$ cat config.mk
export PLATFORM = sky130hd
export DESIGN_NAME = lsd_panel_driver
export DESIGN_NICKNAME = d
export VERILOG_FILES = /design/src/rtl/lsd_pkg.sv /design/src/rtl/lsd_drive_cell.sv /design/src/rtl/lsd_panel_driver.sv /design/src/rtl/lsd_tick_div.sv
export VERILOG_INCLUDE_DIRS = /design/src /design/src/rtl
export SDC_FILE = /design/constraint.sdc
export NUM_CORES = 1
export LEC_CHECK = 0
export BUFFER_PORTS_ARGS = -buffer_cell sky130_fd_sc_hd__buf_4
export CAP_MARGIN = 25
export CORE_ASPECT_RATIO = 1.1
export CORE_MARGIN = 4
export CORE_UTILIZATION = 55
export CTS_CLUSTER_SIZE = 28
export DETAILED_ROUTE_END_ITERATION = 12
export HOLD_SLACK_MARGIN = 0.02
export PLACE_DENSITY = 0.74
export RECOVER_POWER = 100
export SLEW_MARGIN = 20
export SYNTH_ARGS = -nofsm -noshare
export SYNTH_HDL_FRONTEND = slang
export SYNTH_HIERARCHICAL = 1
export SYNTH_SLANG_ARGS = --single-unit
$ cat constraint.sdc
create_clock -name aclk -period 14.9 [get_ports aclk]
set_input_delay 1.49 -clock aclk [delete_from_list [all_inputs] [get_ports aclk]]
set_output_delay 1.49 -clock aclk [all_outputs]
set_load 0.005 [all_outputs]
$ cat src/rtl/lsd_regs.svh
// register offsets, field positions, reset values and level codes of the panel driver
`ifndef LSD_REGS_SVH
`define LSD_REGS_SVH

`define LSD_OFF_CTRL      8'h00
`define LSD_OFF_PHASE     8'h04
`define LSD_OFF_STATUS    8'h08
`define LSD_OFF_SE_BASE   8'h10
`define LSD_OFF_SE_END    8'h28
`define LSD_OFF_PIX_BASE  8'h40
`define LSD_OFF_PIX_END   8'hA0

`define LSD_CTRL_CS_LSB   0
`define LSD_CTRL_MUX_LSB  2
`define LSD_CTRL_BIAS_LSB 4
`define LSD_CTRL_SLP_BIT  6
`define LSD_CTRL_ON_BIT   7
`define LSD_PH_PS_LSB     0
`define LSD_PH_WAVE_BIT   7
`define LSD_SE_LAST_MASK  8'h03

`define LSD_ST_RUN_BIT    7
`define LSD_ST_HALT_BIT   6
`define LSD_ST_FRAME_BIT  3
`define LSD_ST_POL_BIT    2
`define LSD_ST_COM_LSB    0

`define LSD_CTRL_RST      8'h00
`define LSD_PHASE_RST     8'h00
`define LSD_SE_RST        8'h00
`define LSD_PIX_RST       8'h00

`define LSD_CS_NONE       2'h3
`define LSD_LVL_V0        2'h0
`define LSD_LVL_V1        2'h1
`define LSD_LVL_V2        2'h2
`define LSD_LVL_V3        2'h3

`define LSD_RESP_OKAY     2'b00
`define LSD_RESP_SLVERR   2'b10

`endif

$ cat src/rtl/lsd_pkg.sv
// types shared by the panel driver modules
`default_nettype none
package lsd_pkg;
   typedef enum logic [1:0] {
      LSD_MUX_STATIC  = 2'b00,
      LSD_MUX_HALF    = 2'b01,
      LSD_MUX_THIRD   = 2'b10,
      LSD_MUX_QUARTER = 2'b11
   } lsd_mux_e;
   typedef enum logic [1:0] {
      LSD_BIAS_STATIC = 2'b00,
      LSD_BIAS_HALF   = 2'b01,
      LSD_BIAS_THIRD  = 2'b10
   } lsd_bias_e;
   typedef enum logic [1:0] {
      LSD_VAR_SMALL = 2'b00,
      LSD_VAR_MID   = 2'b01,
      LSD_VAR_LARGE = 2'b10
   } lsd_variant_e;
   typedef enum logic [1:0] {
      LSD_SEQ_OFF  = 2'b00,
      LSD_SEQ_RUN  = 2'b01,
      LSD_SEQ_HALT = 2'b10
   } lsd_seq_e;
   typedef logic [1:0] lsd_level_t;
endpackage
`default_nettype wire

$ cat src/rtl/lsd_drive_cell.sv
// drive level of one common or segment pin for the current polarity and bias
`default_nettype none
`include "lsd_regs.svh"
module lsd_drive_cell (
   input  wire logic              is_com,
   input  wire logic              active,
   input  wire logic              pol,
   input  wire logic [1:0]        bias,
   output lsd_pkg::lsd_level_t    level
);
   lsd_pkg::lsd_level_t full_hi;
   lsd_pkg::lsd_level_t full_lo;

   assign full_hi = pol ? `LSD_LVL_V3 : `LSD_LVL_V0;
   assign full_lo = pol ? `LSD_LVL_V0 : `LSD_LVL_V3;

   always_comb begin
      case (bias)
         lsd_pkg::LSD_BIAS_STATIC: begin
            level = (is_com || !active) ? full_hi : full_lo;
         end
         lsd_pkg::LSD_BIAS_HALF: begin
            if (is_com) begin
               level = active ? full_hi : `LSD_LVL_V1;
            end else begin
               level = active ? full_lo : full_hi;
            end
         end
         default: begin
            if (is_com) begin
               level = active ? full_hi : (pol ? `LSD_LVL_V1 : `LSD_LVL_V2);
            end else begin
               level = active ? full_lo : (pol ? `LSD_LVL_V2 : `LSD_LVL_V1);
            end
         end
      endcase
   end
endmodule // lsd_drive_cell
`default_nettype wire

$ cat src/rtl/lsd_panel_driver.sv
// panel driver top: register file on AXI4-Lite, frame sequencer and pin drive stage
`default_nettype none
`include "lsd_regs.svh"
module lsd_panel_driver #(
   parameter lsd_pkg::lsd_variant_e VARIANT = lsd_pkg::LSD_VAR_LARGE
) (
   input  wire logic        aclk,
   input  wire logic        aresetn,
   input  wire logic        ce,
   input  wire logic [2:0]  src_tick,
   input  wire logic        sleep_mode,
   input  wire logic [7:0]  awaddr,
   input  wire logic        awvalid,
   output logic             awready,
   input  wire logic [31:0] wdata,
   input  wire logic [3:0]  wstrb,
   input  wire logic        wvalid,
   output logic             wready,
   output logic [1:0]       bresp,
   output logic             bvalid,
   input  wire logic        bready,
   input  wire logic [7:0]  araddr,
   input  wire logic        arvalid,
   output logic             arready,
   output logic [31:0]      rdata,
   output logic [1:0]       rresp,
   output logic             rvalid,
   input  wire logic        rready,
   output logic [3:0][1:0]  com_level,
   output logic [3:0]       com_drive_en,
   output logic [41:0][1:0] seg_level,
   output logic [41:0]      seg_drive_en
);
   localparam bit SMALL  = (VARIANT == lsd_pkg::LSD_VAR_SMALL);
   localparam bit LARGE  = (VARIANT == lsd_pkg::LSD_VAR_LARGE);
   localparam int NSEG   = SMALL ? 16 : (LARGE ? 42 : 24);
   localparam int NSE    = SMALL ? 2 : (LARGE ? 6 : 3);
   localparam int NPIXSP = LARGE ? 24 : 12;
   localparam logic [2:0] K_NONE  = 3'h0;
   localparam logic [2:0] K_CTRL  = 3'h1;
   localparam logic [2:0] K_PHASE = 3'h2;
   localparam logic [2:0] K_STAT  = 3'h3;
   localparam logic [2:0] K_SE    = 3'h4;
   localparam logic [2:0] K_PIX   = 3'h5;

   logic [7:0]        ctrl_q;
   logic [7:0]        phase_q;
   logic [5:0][7:0]   se_q;
   logic [23:0][7:0]  pix_q;
   logic [7:0]        aw_addr_q;
   logic [7:0]        w_data_q;
   logic              w_strb0_q;

   lsd_pkg::lsd_seq_e seq_state;
   lsd_pkg::lsd_seq_e next_seq_state;
   logic [1:0]        com_idx;
   logic              pol;
   logic              frame_tog;
   logic [3:0][41:0]  shadow;
   logic [3:0][41:0]  live_pix;
   logic [41:0]       se_bits;

   function automatic logic [2:0] reg_kind(input logic [7:0] a);
      return (a[1:0] != 2'b00)                               ? K_NONE :
             (a == `LSD_OFF_CTRL)                             ? K_CTRL :
             (a == `LSD_OFF_PHASE)                            ? K_PHASE :
             (a == `LSD_OFF_STATUS)                           ? K_STAT :
             (a >= `LSD_OFF_SE_BASE && a < `LSD_OFF_SE_END)   ? K_SE :
             (a >= `LSD_OFF_PIX_BASE && a < `LSD_OFF_PIX_END) ? K_PIX : K_NONE;
   endfunction
   function automatic logic [2:0] se_index(input logic [7:0] a);
      return 3'((a - `LSD_OFF_SE_BASE) >> 2);
   endfunction
   function automatic logic [4:0] pix_index(input logic [7:0] a);
      return 5'((a - `LSD_OFF_PIX_BASE) >> 2);
   endfunction
   // unimplemented registers of smaller variants read zero and ignore writes
   function automatic logic reg_impl(input logic [2:0] k, input logic [7:0] a);
      return (k == K_SE)  ? (int'(se_index(a)) < NSE) :
             (k == K_PIX) ? ((int'(pix_index(a)) < NPIXSP) &&
                             !(SMALL && (pix_index(a) % 5'd3 == 5'd2))) : 1'b1;
   endfunction

   logic [2:0] wk;
   logic       w_impl;
   logic       do_write;
   logic [2:0] rk;
   logic       r_impl;
   logic [7:0] rd_byte;
   logic [7:0] status_w;
   logic [2:0] w_se;
   logic [4:0] w_px;
   logic       wr_ok;

   assign wk       = reg_kind(aw_addr_q);
   assign w_impl   = reg_impl(wk, aw_addr_q);
   assign w_se     = se_index(aw_addr_q);
   assign w_px     = pix_index(aw_addr_q);
   assign do_write = !awready && !wready && !bvalid;
   assign wr_ok    = do_write && w_strb0_q && w_impl;
   assign rk       = reg_kind(araddr);
   assign r_impl   = reg_impl(rk, araddr);

   assign status_w = {seq_state == lsd_pkg::LSD_SEQ_RUN, seq_state == lsd_pkg::LSD_SEQ_HALT,
                      2'b00, frame_tog, pol, com_idx};
   assign rd_byte  = (rk == K_CTRL)            ? ctrl_q :
                     (rk == K_PHASE)           ? phase_q :
                     (rk == K_STAT)            ? status_w :
                     (rk == K_SE  && r_impl)   ? se_q[se_index(araddr)] :
                     (rk == K_PIX && r_impl)   ? pix_q[pix_index(araddr)] : 8'h00;

   // address and data may arrive in either order; each is held until the response is taken
   always_ff @(posedge aclk) begin
      if (!aresetn) begin
         awready   <= 1'b1;
         wready    <= 1'b1;
         bvalid    <= 1'b0;
         bresp     <= `LSD_RESP_OKAY;
         aw_addr_q <= 8'h00;
         w_data_q  <= 8'h00;
         w_strb0_q <= 1'b0;
      end else if (ce) begin
         if (awvalid && awready) begin
            aw_addr_q <= awaddr;
            awready   <= 1'b0;
         end
         if (wvalid && wready) begin
            w_data_q  <= wdata[7:0];
            w_strb0_q <= wstrb[0];
            wready    <= 1'b0;
         end
         if (do_write) begin
            bvalid <= 1'b1;
            bresp  <= (wk == K_NONE) ? `LSD_RESP_SLVERR : `LSD_RESP_OKAY;
         end
         if (bvalid && bready) begin
            bvalid  <= 1'b0;
            awready <= 1'b1;
            wready  <= 1'b1;
         end
      end
   end

   always_ff @(posedge aclk) begin
      if (!aresetn) begin
         arready <= 1'b1;
         rvalid  <= 1'b0;
         rdata   <= 32'h0000_0000;
         rresp   <= `LSD_RESP_OKAY;
      end else if (ce) begin
         if (arvalid && arready) begin
            arready <= 1'b0;
            rvalid  <= 1'b1;
            rdata   <= {24'h00_0000, rd_byte};
            rresp   <= (rk == K_NONE) ? `LSD_RESP_SLVERR : `LSD_RESP_OKAY;
         end
         if (rvalid && rready) begin
            rvalid  <= 1'b0;
            arready <= 1'b1;
         end
      end
   end

   always_ff @(posedge aclk) begin
      if (!aresetn) begin
         ctrl_q  <= `LSD_CTRL_RST;
         phase_q <= `LSD_PHASE_RST;
         se_q    <= {6{`LSD_SE_RST}};
         pix_q   <= {24{`LSD_PIX_RST}};
      end else if (ce && wr_ok) begin
         if (wk == K_CTRL) begin
            ctrl_q <= w_data_q;
         end
         if (wk == K_PHASE) begin
            phase_q <= w_data_q;
         end
         if (wk == K_SE) begin
            // last enable register only holds segments 41:40
            se_q[w_se] <= (w_se == 3'd5) ? (w_data_q & `LSD_SE_LAST_MASK) : w_data_q;
         end
         if (wk == K_PIX) begin
            pix_q[w_px] <= w_data_q;
         end
      end
   end

   logic        mod_on;
   logic        sleep_stop;
   logic [1:0]  clk_src;
   logic [1:0]  mux_sel;
   logic [1:0]  bias_sel;
   logic [3:0]  prescale;
   logic        wave_b;
   logic        halt_req;
   logic        running;
   logic        step;
   logic        last_com;
   logic        frame_end;
   logic        segment_line_15_lost;

   assign mod_on     = ctrl_q[`LSD_CTRL_ON_BIT];
   assign sleep_stop = ctrl_q[`LSD_CTRL_SLP_BIT];
   assign clk_src    = ctrl_q[`LSD_CTRL_CS_LSB +: 2];
   assign mux_sel    = ctrl_q[`LSD_CTRL_MUX_LSB +: 2];
   assign bias_sel   = ctrl_q[`LSD_CTRL_BIAS_LSB +: 2];
   assign prescale   = phase_q[`LSD_PH_PS_LSB +: 4];
   assign wave_b     = phase_q[`LSD_PH_WAVE_BIT];
   assign halt_req   = sleep_mode && sleep_stop;
   assign running    = (seq_state == lsd_pkg::LSD_SEQ_RUN);
   // a mux change mid-frame must not strand the common index beyond the new count
   assign last_com   = (com_idx >= mux_sel);
   assign frame_end  = step && last_com && pol;
   assign segment_line_15_lost = SMALL && (mux_sel == lsd_pkg::LSD_MUX_QUARTER);

   lsd_tick_div u_tick (
      .aclk     (aclk),
      .aresetn  (aresetn),
      .ce       (ce),
      .run      (running),
      .src_tick (src_tick),
      .src_sel  (clk_src),
      .ratio    (prescale),
      .step     (step)
   );

   always_comb begin
      case (seq_state)
         lsd_pkg::LSD_SEQ_OFF: begin
            next_seq_state = (mod_on && !halt_req) ? lsd_pkg::LSD_SEQ_RUN : seq_state;
         end
         lsd_pkg::LSD_SEQ_RUN: begin
            if (!mod_on) begin
               next_seq_state = lsd_pkg::LSD_SEQ_OFF;
            end else if (halt_req) begin
               next_seq_state = lsd_pkg::LSD_SEQ_HALT;
            end else begin
               next_seq_state = seq_state;
            end
         end
         lsd_pkg::LSD_SEQ_HALT: begin
            if (!mod_on) begin
               next_seq_state = lsd_pkg::LSD_SEQ_OFF;
            end else if (!halt_req) begin
               next_seq_state = lsd_pkg::LSD_SEQ_RUN;
            end else begin
               next_seq_state = seq_state;
            end
         end
         default: begin
            next_seq_state = lsd_pkg::LSD_SEQ_OFF;
         end
      endcase
   end

   // type A flips polarity inside each common slot, type B once per pass over the commons
   always_ff @(posedge aclk) begin
      if (!aresetn) begin
         seq_state <= lsd_pkg::LSD_SEQ_OFF;
         com_idx   <= 2'h0;
         pol       <= 1'b0;
         frame_tog <= 1'b0;
      end else if (ce) begin
         seq_state <= next_seq_state;
         if (seq_state == lsd_pkg::LSD_SEQ_OFF) begin
            com_idx <= 2'h0;
            pol     <= 1'b0;
         end else if (running && step) begin
            if (frame_end) begin
               frame_tog <= !frame_tog;
            end
            if (!wave_b) begin
               pol <= !pol;
               if (pol) begin
                  com_idx <= last_com ? 2'h0 : com_idx + 2'h1;
               end
            end else begin
               com_idx <= last_com ? 2'h0 : com_idx + 2'h1;
               if (last_com) begin
                  pol <= !pol;
               end
            end
         end
      end
   end

   // pixel data is copied only at a frame boundary or while the sequencer is off
   always_ff @(posedge aclk) begin
      if (!aresetn) begin
         shadow <= '0;
      end else if (ce && (seq_state == lsd_pkg::LSD_SEQ_OFF || frame_end)) begin
         shadow <= live_pix;
      end
   end

   for (genvar s = 0; s < 42; s++) begin : g_se
      assign se_bits[s] = se_q[s / 8][s % 8];
   end

   for (genvar c = 0; c < 4; c++) begin : g_map
      for (genvar s = 0; s < 42; s++) begin : g_seg
         localparam int PI = (s < 24) ? c * 3 + s / 8 : 12 + c * 3 + (s - 24) / 8;
         localparam int PB = (s < 24) ? s % 8 : (s - 24) % 8;
         if (s < NSEG) begin : g_on
            assign live_pix[c][s] = pix_q[PI][PB];
         end else begin : g_off
            assign live_pix[c][s] = 1'b0;
         end
      end
   end

   for (genvar c = 0; c < 4; c++) begin : g_com
      lsd_pkg::lsd_level_t lvl;
      lsd_drive_cell u_cell (
         .is_com (1'b1),
         .active (com_idx == 2'(c)),
         .pol    (pol),
         .bias   (bias_sel),
         .level  (lvl)
      );
      always_ff @(posedge aclk) begin
         if (!aresetn) begin
            com_level[c]    <= `LSD_LVL_V0;
            com_drive_en[c] <= 1'b0;
         end else if (ce) begin
            com_level[c]    <= (running && (2'(c) <= mux_sel)) ? lvl : `LSD_LVL_V0;
            com_drive_en[c] <= running && (2'(c) <= mux_sel);
         end
      end
   end

   for (genvar s = 0; s < 42; s++) begin : g_pin
      lsd_pkg::lsd_level_t lvl;
      logic                usable;
      assign usable = (s < NSEG) && se_bits[s] && !(s == 15 && segment_line_15_lost);
      lsd_drive_cell u_cell (
         .is_com (1'b0),
         .active (shadow[com_idx][s]),
         .pol    (pol),
         .bias   (bias_sel),
         .level  (lvl)
      );
      always_ff @(posedge aclk) begin
         if (!aresetn) begin
            seg_level[s]    <= `LSD_LVL_V0;
            seg_drive_en[s] <= 1'b0;
         end else if (ce) begin
            seg_level[s]    <= (running && usable) ? lvl : `LSD_LVL_V0;
            seg_drive_en[s] <= running && usable;
         end
      end
   end
endmodule // lsd_panel_driver
`default_nettype wire

$ cat src/rtl/lsd_tick_div.sv
// clock source selection and programmable prescaler producing frame step pulses
`default_nettype none
`include "lsd_regs.svh"
module lsd_tick_div (
   input  wire logic       aclk,
   input  wire logic       aresetn,
   input  wire logic       ce,
   input  wire logic       run,
   input  wire logic [2:0] src_tick,
   input  wire logic [1:0] src_sel,
   input  wire logic [3:0] ratio,
   output logic            step
);
   logic [3:0] count;
   logic       sel_tick;

   assign sel_tick = (src_sel == `LSD_CS_NONE) ? 1'b0 : src_tick[src_sel];

   always_ff @(posedge aclk) begin
      if (!aresetn) begin
         count <= 4'h0;
         step  <= 1'b0;
      end else if (ce) begin
         step <= 1'b0;
         if (!run) begin
            count <= 4'h0;
         end else if (sel_tick) begin
            if (count >= ratio) begin
               count <= 4'h0;
               step  <= 1'b1;
            end else begin
               count <= count + 4'h1;
            end
         end
      end
   end
endmodule // lsd_tick_div
`default_nettype wire

=== Word-level counts from Yosys, hierarchy flattened ===
Cells that the tools add are included.

* Add/subtract/negate cells: 6
* Order comparisons: 26
* Equality and inequality tests: 26
* Mux-type cells: 258
* Bitwise logic cells: 1
* Reductions and logical operators: 110

{| class="wikitable"
|+ Operators with widths
! operator !! number
|-
| 2-bit two-way mux || 196
|-
| 192-bit bitwise mux || 1
|-
| 42-bit binary-select mux with 2-bit select || 1
|-
| 8-bit two-way mux || 10
|-
| 1-bit logical AND || 70
|-
| 48-bit bitwise mux || 1
|-
| 42-bit two-way mux || 1
|-
| 8-bit binary-select mux with 5-bit select || 1
|-
| 8-bit demux with 5-bit select || 1
|-
| 3-bit two-way mux || 12
|-
| 2-bit AND reduction || 13
|-
| 8-bit binary-select mux with 3-bit select || 1
|-
| 8-bit demux with 3-bit select || 1
|-
| 1-bit two-way mux || 23
|-
| 8-bit by 3-bit == test with 1-bit output (second input constant) || 2
|-
| 8-bit by 4-bit == test with 1-bit output (second input constant) || 2
|-
| 8-bit by 5-bit greater-or-equal comparator with 1-bit output (second input constant) || 2
|-
| 8-bit by 7-bit greater-or-equal comparator with 1-bit output (second input constant) || 2
|-
| 8-bit zero test || 2
|-
| 8-bit by 6-bit less-than comparator with 1-bit output (second input constant) || 2
|-
| 8-bit less-than comparator (second input constant) || 2
|-
| 2-bit case mux with 2 select lines || 4
|-
| 3-bit == test (second input constant) || 5
|-
| 2-bit nonzero test || 7
|-
| other kinds (35) || 65
|}

* Flip-flop bits (word level): 607
* Output and inout bits: 179

=== Depth between registers and ports, before layout ===
Gate-level depths: netlist of run 1.

* Depth after elaboration: 17
* Mapped depth: 11

=== Modules after synthesis ===
The synthesis of run 1 kept the hierarchy.

{| class="wikitable"
|+ Modules (own cells, without submodules)
! module !! times used !! cells an instance !! area an instance (um^2)
|-
| lsd_panel_driver || 1 || 2826 || 26056.2
|-
| lsd_drive_cell at g_com[0].u_cell ... || 45 || 18 || 133.9
|-
| lsd_tick_div || 1 || 49 || 415.4
|-
| lsd_drive_cell at g_pin[37].u_cell || 1 || 18 || 135.1
|}

=== Worst setup path after synthesis of run 1 ===
Ideal clock, no wire load.

* Kind: register to register
* Start point: register pol
* End point: register seg_level[75] (netlist name)
* Setup time: 0.132 ns
* Arrival time: 5.816 ns
* Setup slack: 8.951 ns
* Cell stages (with the launch flop): 8
* Buffers on the path: 0
* Period minus slack after synthesis: 5.949 ns
* Cells stage by stage: dfxtp_1 clkinv_1 ha_1 nor2b_1 o21ai_1 o311a_1 nand4_1 a21oi_1

* Word-level cells in the longest chain between the ends: 4

{| class="wikitable"
|+ Ends and longest elaborated chain
! what !! RTL line !! source
|-
| start, declared || lsd_panel_driver.sv:57 || <nowiki>logic pol;</nowiki>
|-
| start signal, assigned || lsd_panel_driver.sv:272 || <nowiki>pol <= !pol;</nowiki>
|-
| start signal, assigned || lsd_panel_driver.sv:279 || <nowiki>pol <= !pol;</nowiki>
|-
| 2-bit two-way mux (no line) || - ||
|-
| 2-bit two-way mux, on equally long branches || lsd_drive_cell.sv:33, lsd_drive_cell.sv:20, lsd_drive_cell.sv:26 ||
|-
| 2-bit two-way mux (*) || - ||
|-
| via g_pin[37].lvl[1] || lsd_panel_driver.sv:332 || <nowiki>lsd_pkg::lsd_level_t lvl;</nowiki>
|-
| 2-bit two-way mux (no line) (*) || - ||
|-
| end signal, assigned by index || lsd_panel_driver.sv:344 || <nowiki>seg_level[s] <= `LSD_LVL_V0;</nowiki>
|-
| end signal, assigned by index || lsd_panel_driver.sv:347 || <nowiki>seg_level[s] <= (running && usable) ? lvl : `LSD_LVL_V0;</nowiki>
|-
| end, declared || lsd_panel_driver.sv:31 || <nowiki>output logic [41:0][1:0] seg_level,</nowiki>
|}

The timed path passes the listed nets; every way through them passes the cells marked *.
A chain may end at the register's enable or synchronous reset.

==> results.cfg, run 1 <==
[setup_path]
path_max_fanout = 116
path_buf_inv = 2
crit_chain = clkbuf_1 > clkbuf_1 > nand2_1 > mux2i_1
worstSetupStartpointType = input port
crit_type = input port to flip-flop
cp_top_family = buffers and inverters
crit_path_frequent_cell = clkbuf_1
cpMaxStageDelayCell = clkbuf_1
cp-end-kind = flip-flop
cp.required_ns = 15.43
crit_arrival_ns = 9.58
cp_slowest_stage_delay_ns = 3.93

[floorplan]
die_h_um = 263
die_x_um = 240
core_area_um2 = 58600
fp.dieArea_um2 = 63300
initial_core_util_pct = 55.6
num_rows = 93
num_io_pins = 243

[power]
ir_drop_uv = 103
pwr-share-seq_pct = 49.0
p_int_mw = 2.52
power_frac_clock_pct = 45.9
power.net_switching_uw = 800
powerDensity_nw_per_um2 = 89.6
p_comb_share_pct = 5.1
leakage_nw = 13.8
swShare_pct = 24.1

[routing]
detail-route-antenna-nets = 0
dr.pass1.iters = 6
wire_per_inst_um = 20.5
drtIter0Drc = 2904
postRouteWirelength_mm = 98.6
vias = 28787
drc = 0
viasPerCell = 5.99

[cts]
htree_num_levels = 2
root_buffer = clkbuf_16
insertion_delay_ns = 0.66
cts_hold_buf = 0
post_cts_buffers = 0
cts.path.max_buffers = 3
ctsResizeCount = 0
cts_tree = yes
cts_made_buffers = 59
clkTransAtPathRegs_ns = 0.07
cts_sinks = 605

[sta]
setup_viol = 0
fmax_mhz = 110
slew_viol_final = 339
min_period_over_period_pct = 60.8
finalHoldViolations = 0
finalCriticalPeriod_ns = 9.05
finalSetupTns_ns = 0
tightest_slew_ns = 5.78
rsz0062_at_grt = no
max_slew_margin_pct = -285
fin_skew_ns = 0.0345
whs_ns = 0.460

[run]
maxCapViolations = 5

[yosys]
synth_top_cell_area_share_pct = 37.1
synth.avg_cell_area_um2 = 8.81
synthDistinctLibCells = 81
yosysTopAreaCell = dfxtp_1
synth_warnings = 6
netlist_area_um2 = 32600
synth-edff-count = 0
yosys_register_bits = 605
async_flop_share_pct = 0
ys_seq_area_share_pct = 37.1
ys.flop_type = dfxtp_1
synthCells = 3703
synth.area.top_cells = dfxtp_1 37%, mux2i_1 8.9%, mux4_2 5.9%

[place]
dpl.hpwl_mm = 63.0
gp_congestion = 0.903
port_buffers = 189

[global_routing]
grt_pass1_vias = 26358
grt_pass1_wl_mm = 152
grt_usage_pct = 29.8
grt.overflow.total = 0
grt_antenna_before_repair = 1
grt_max_degree = 235

[outcome]
violations = capacitance limit, slew limit
outcome = complete, but fails checks

[finish]
final_common_cell = dfxtp_1
nets = 4162
layout_common_cells = 600 x dfxtp_1, 459 x nand2_1, 328 x o21ai_0
syn_to_final_growth_pct = 13.5
drive_gt1_share_pct = 12.5
n_fill_cell = 5076

[worst_hold_path]
hold_class = flip-flop to flip-flop
-- kinds of logic (layout without fill, tap and decap cells) --
group | Yosys count | after routing | synth area share, %
mux | 427 | 427 | 16.6
other cells | 2 | 304 | 0.0230
compound gates | 892 | 892 | 16.4
buf+inv | 359 | 399 | 4.62
fa+ha+maj | 103 | 103 | 3.95
xor+xnor | 47 | 47 | 1.26
flops | 605 | 605 | 37.1
simple gates | 1268 | 1268 | 20.1
-- cell usage after synthesis, types with 11 or more instances --
cell,instances
buf_1,41
clkbuf_1,206
dfxtp_1,605
a31oi_1,27
nand4_1,88
nand3_1,216
buf_2,17
xnor2_1,47
nor2b_2,46
o21ai_0,328
nand2_1,459
inv_1,60
ha_1,103
mux4_2,85
nor3b_1,53
mux2i_1,290
mux2_2,52
nor2_1,136
nor3_1,11
o21bai_1,47
o311a_1,46
and3_1,17
nor2b_1,126
nand3b_1,51
o2bb2ai_1,45
buf_4,30
a22oi_1,13
a21oi_1,309
nand2b_1,12
-- power by group through the flow --
stage / combinational, mW / clock [mW] / sequential [mW]
6_report: 0.171 / 1.52 / 1.63
5_1_grt: 0.185 / 1.60 / 1.63
3_3_place_gp: 0.164 / 0 / 1.66
2_1_floorplan: 0.127 / 0 / 1.66
3_5_place_dp: 0.164 / 0 / 1.66
4_1_cts: 0.165 / 1.54 / 1.63
-- per-layer routing --
layer | vias to the layer above | global-route usage [%] | share of wire [%]
met2 | 1176 | 47.3 | 46
met1 | 13766 | 40.7 | 42
met5 | - | 0 | 0.013
met3 | 227 | 4.81 | 8.1
met4 | 2 | 12.2 | 4.4
li1 | 13616 | - | -
-- worst min-delay path, cell delays in order, from the launching register on --
cell and delay (ns):
dfxtp_1 0.31, nand2_1 0.05, mux2i_1 0.05
-- sequential cells by signal, summed over array words and instances (netlist names), 2 cells and up --
signal	cells
u_tick/count	4
live_pix	168
seg_level	84
com_idx	2
se_q	6
g_pin.usable	42
com_level	8
seg_drive_en	42
pix_q	24
shadow	168
com_drive_en	4
rdata	8
ctrl_q	8
phase_q	8
aw_addr_q	8
seq_state	2
w_data_q	8
-- layout make-up --
| type | count | area, um^2 | share of cell area [%] |
|---|---|---|---|
| multi-input cells | 3040 | 20200 | 54.4 |
| flip-flops and latches | 605 | 12100 | 32.7 |
| clock buffers | 85 | 1720 | 4.63 |
| repair buffers | 227 | 1590 | 4.30 |
| well taps | 760 | 951 | 2.57 |
| clock inverters | 25 | 250 | 0.675 |
| inverters | 62 | 248 | 0.669 |
| diodes | 1 | 2.50 | 0.00675 |
-- metrics by stage --
stage / util, % / total power [mW] / instances / cell area [um^2] / setup WS (ns)
CTS: 63.4 / 3.33 / 4797 / 37200 / 10.67
global route: 63.2 / 3.41 / 4804 / 37000 / 5.21
floorplan: - / 1.79 / 4004 / 33800 / 8.95
global placement: 60.0 / 1.83 / 4685 / 35200 / 10.02
detailed placement: 60.0 / 1.83 / 4687 / 35200 / 9.99
finish: 63.2 / 3.32 / 4805 / 37100 / 5.85
-- final timing paths --
path	cells after the start	to	start	slack, ns
hold / removal	2	pix_q[118]$_SDFFE_PN0P_	pix_q[118]$_SDFFE_PN0P_	0.46
setup reg to reg	8	shadow[136]$_SDFFE_PN0P_	com_idx[0]$_SDFFE_PN0P_	11.20
hold reg to reg	2	pix_q[118]$_SDFFE_PN0P_	pix_q[118]$_SDFFE_PN0P_	0.46
setup / recovery	4	live_pix[87]$_SDFFE_PN0P_	aresetn	5.85
Note: power is estimated with default switching activity, not from simulation.
==> run 2: changes to the inputs <==
- PLACE_DENSITY: 0.74 -> 0.77
- clock period: 14.9 -> 7.7 ns (I/O delays scaled with it)
==> run 2 against run 1 <==
  * The flow still finishes with violations (capacitance limit, slew limit)
  * Via count is 0.72% higher
  * Utilization is 0.46 points lower
  * Worst hold slack worse by 0.089 ns
  * Power is 94% higher
  * Global-route usage hardly changed
  * Non-clock buffer count is 13 lower
  * Die area stayed put
  * Worst setup slack worse by 3.8 ns
  * Register-to-register slack worse by 8.8 ns
  * Combinational power is 90% higher
  * Sequential share of layout area is 0.23 points higher
  * Largest cell class unchanged
  * Highest routed layer is now met4
==> results.cfg, run 2 (same netlist as run 1, synthesis figures left out) <==
[outcome]
outcome = complete, but fails checks
violations = capacitance limit, slew limit

[cts]
cts_made_buffers = 60
post_cts_buffers = 0
ctsResizeCount = 0
root_buffer = clkbuf_16
cts_hold_buf = 0
clkTransAtPathRegs_ns = 0.06
insertion_delay_ns = 0.64
cts_tree = yes
cts_sinks = 605
cts.path.max_buffers = 3
htree_num_levels = 2

[setup_path]
crit_path_start = araddr[3]
cp.required_ns = 8.19
crit_type = input port to flip-flop
path_max_fanout = 41
ff2ff_setup_slack_ns = 2.43
reg2reg_from = seq_state[0]$_SDFFE_PN0P_
worstSetupStartpointType = input port
crit_arrival_ns = 6.10
cp-end-kind = flip-flop

[sta]
slew_viol_final = 323
setup_viol = 0
max_slew_margin_pct = -182
fmax_mhz = 178
fin_skew_ns = 0.0206
setup_ws_ns = 2.09
finalHoldViolations = 0
finalCriticalPeriod_ns = 5.61
rsz0062_at_grt = no
finalSetupTns_ns = 0
min_period_over_period_pct = 72.8
tightest_slew_ns = 4.24

[global_routing]
grt_pass1_vias = 26773
grt_usage_pct = 29.9
grt_pass1_wl_mm = 153
grt_max_degree = 224
grt.overflow.total = 0
grt_antenna_before_repair = 3

[floorplan]
die_x_um = 240
num_rows = 93
die_h_um = 263
fp.dieArea_um2 = 63300
core_area_um2 = 58600
initial_core_util_pct = 55.6
num_io_pins = 243

[routing]
drtIter0Drc = 3254
drc = 0
vias = 28994
detail-route-antenna-nets = 0
wire_per_inst_um = 20.5
postRouteWirelength_mm = 98.5
viasPerCell = 6.05
dr.pass1.iters = 8

[finish]
final_common_cell = dfxtp_1
drive_gt1_share_pct = 11.5
syn_to_final_growth_pct = 12.7
layout_common_cells = 601 x dfxtp_1, 462 x nand2_1, 328 x o21ai_0
nets = 4150

[worst_hold_path]
hold_class = input port to flip-flop
worstHoldStart = awaddr[7]

[power]
leakage_nw = 13.6
ir_drop_uv = 190
powerDensity_nw_per_um2 = 175

[place]
dpl.hpwl_mm = 62.6
place_ws_ns = 3.30
gp_congestion = 0.908
port_buffers = 189

[run]
maxCapViolations = 6
[run 2: changes by cell type in the layout (fill, tap and decap cells not counted), sizes merged]
cell | before | now
clkbuf | 248 | 249
diode | 1 | 4
clkinv | 19 | 13
inv | 63 | 64
clkinvlp | 2 | 3
buf | 64 | 55
[run 2: worst paths after layout]
kind                                                   end  cells after the start
worst max-delay path                 rdata[4]$_SDFFE_PN0P_                      7
worst max register to register   seg_level[8]$_SDFFE_PN0P_                      5
worst min register to register  seg_level[52]$_SDFFE_PN0P_                      2
worst min-delay path             aw_addr_q[7]$_SDFFE_PN0P_                      3
[run 2: critical path, stage by stage]
cell and delay [ns]:
buf_4 0.37, clkbuf_1 2.34, inv_1 1.13, a211oi_1 0.53
nor4_1 0.13, o31ai_1 0.65, a21oi_1 0.14
[run 2: report_power, final]
part / total [mW] / internal (mW) / switching [mW]
logic: 0.325 / 0.0877 / 0.237
registers: 3.15 / 3.13 / 0.0132
clock network: 2.97 / 1.69 / 1.28
total: 6.44 / 4.91 / 1.53
[run 2: cell type report]
cell class / count / area [um^2]
antenna: 4 / 10.0
clock buffer: 90 / 1780
clock inverter: 21 / 195
fill: 5020 / 21900
inverter: 62 / 245
multi-input combinational: 3040 / 20000
sequential: 605 / 12100
tap: 760 / 951
timing repair buffer: 214 / 1500
[run 2: through the flow]
step           utilization (%)  cells  hold slack [ns]  power [mW]  area [um^2]
3_3_place_gp              59.9   4678            0.439        3.53        35100
2_1_floorplan                -   4004            0.432        3.46        33800
3_5_place_dp              59.9   4678            0.447        3.53        35100
5_1_grt                   62.7   4793            0.370        6.60        36800
4_1_cts                   63.3   4789            0.351        6.46        37100
6_report                  62.7   4796            0.371        6.44        36800
[run 2: metal layers]
| layer | vias to the layer above | global-route usage (%) | part of all wire [%] | wire length, um |
|---|---|---|---|---|
| met5 | - | 0 | 0 | 0 |
| met4 | 0 | 14.0 | 4.7 | 4620 |
| met3 | 242 | 4.23 | 7.5 | 7360 |
| met2 | 1256 | 47.0 | 46 | 45300 |
| met1 | 13913 | 40.6 | 42 | 41100 |
| li1 | 13583 | - | - | - |
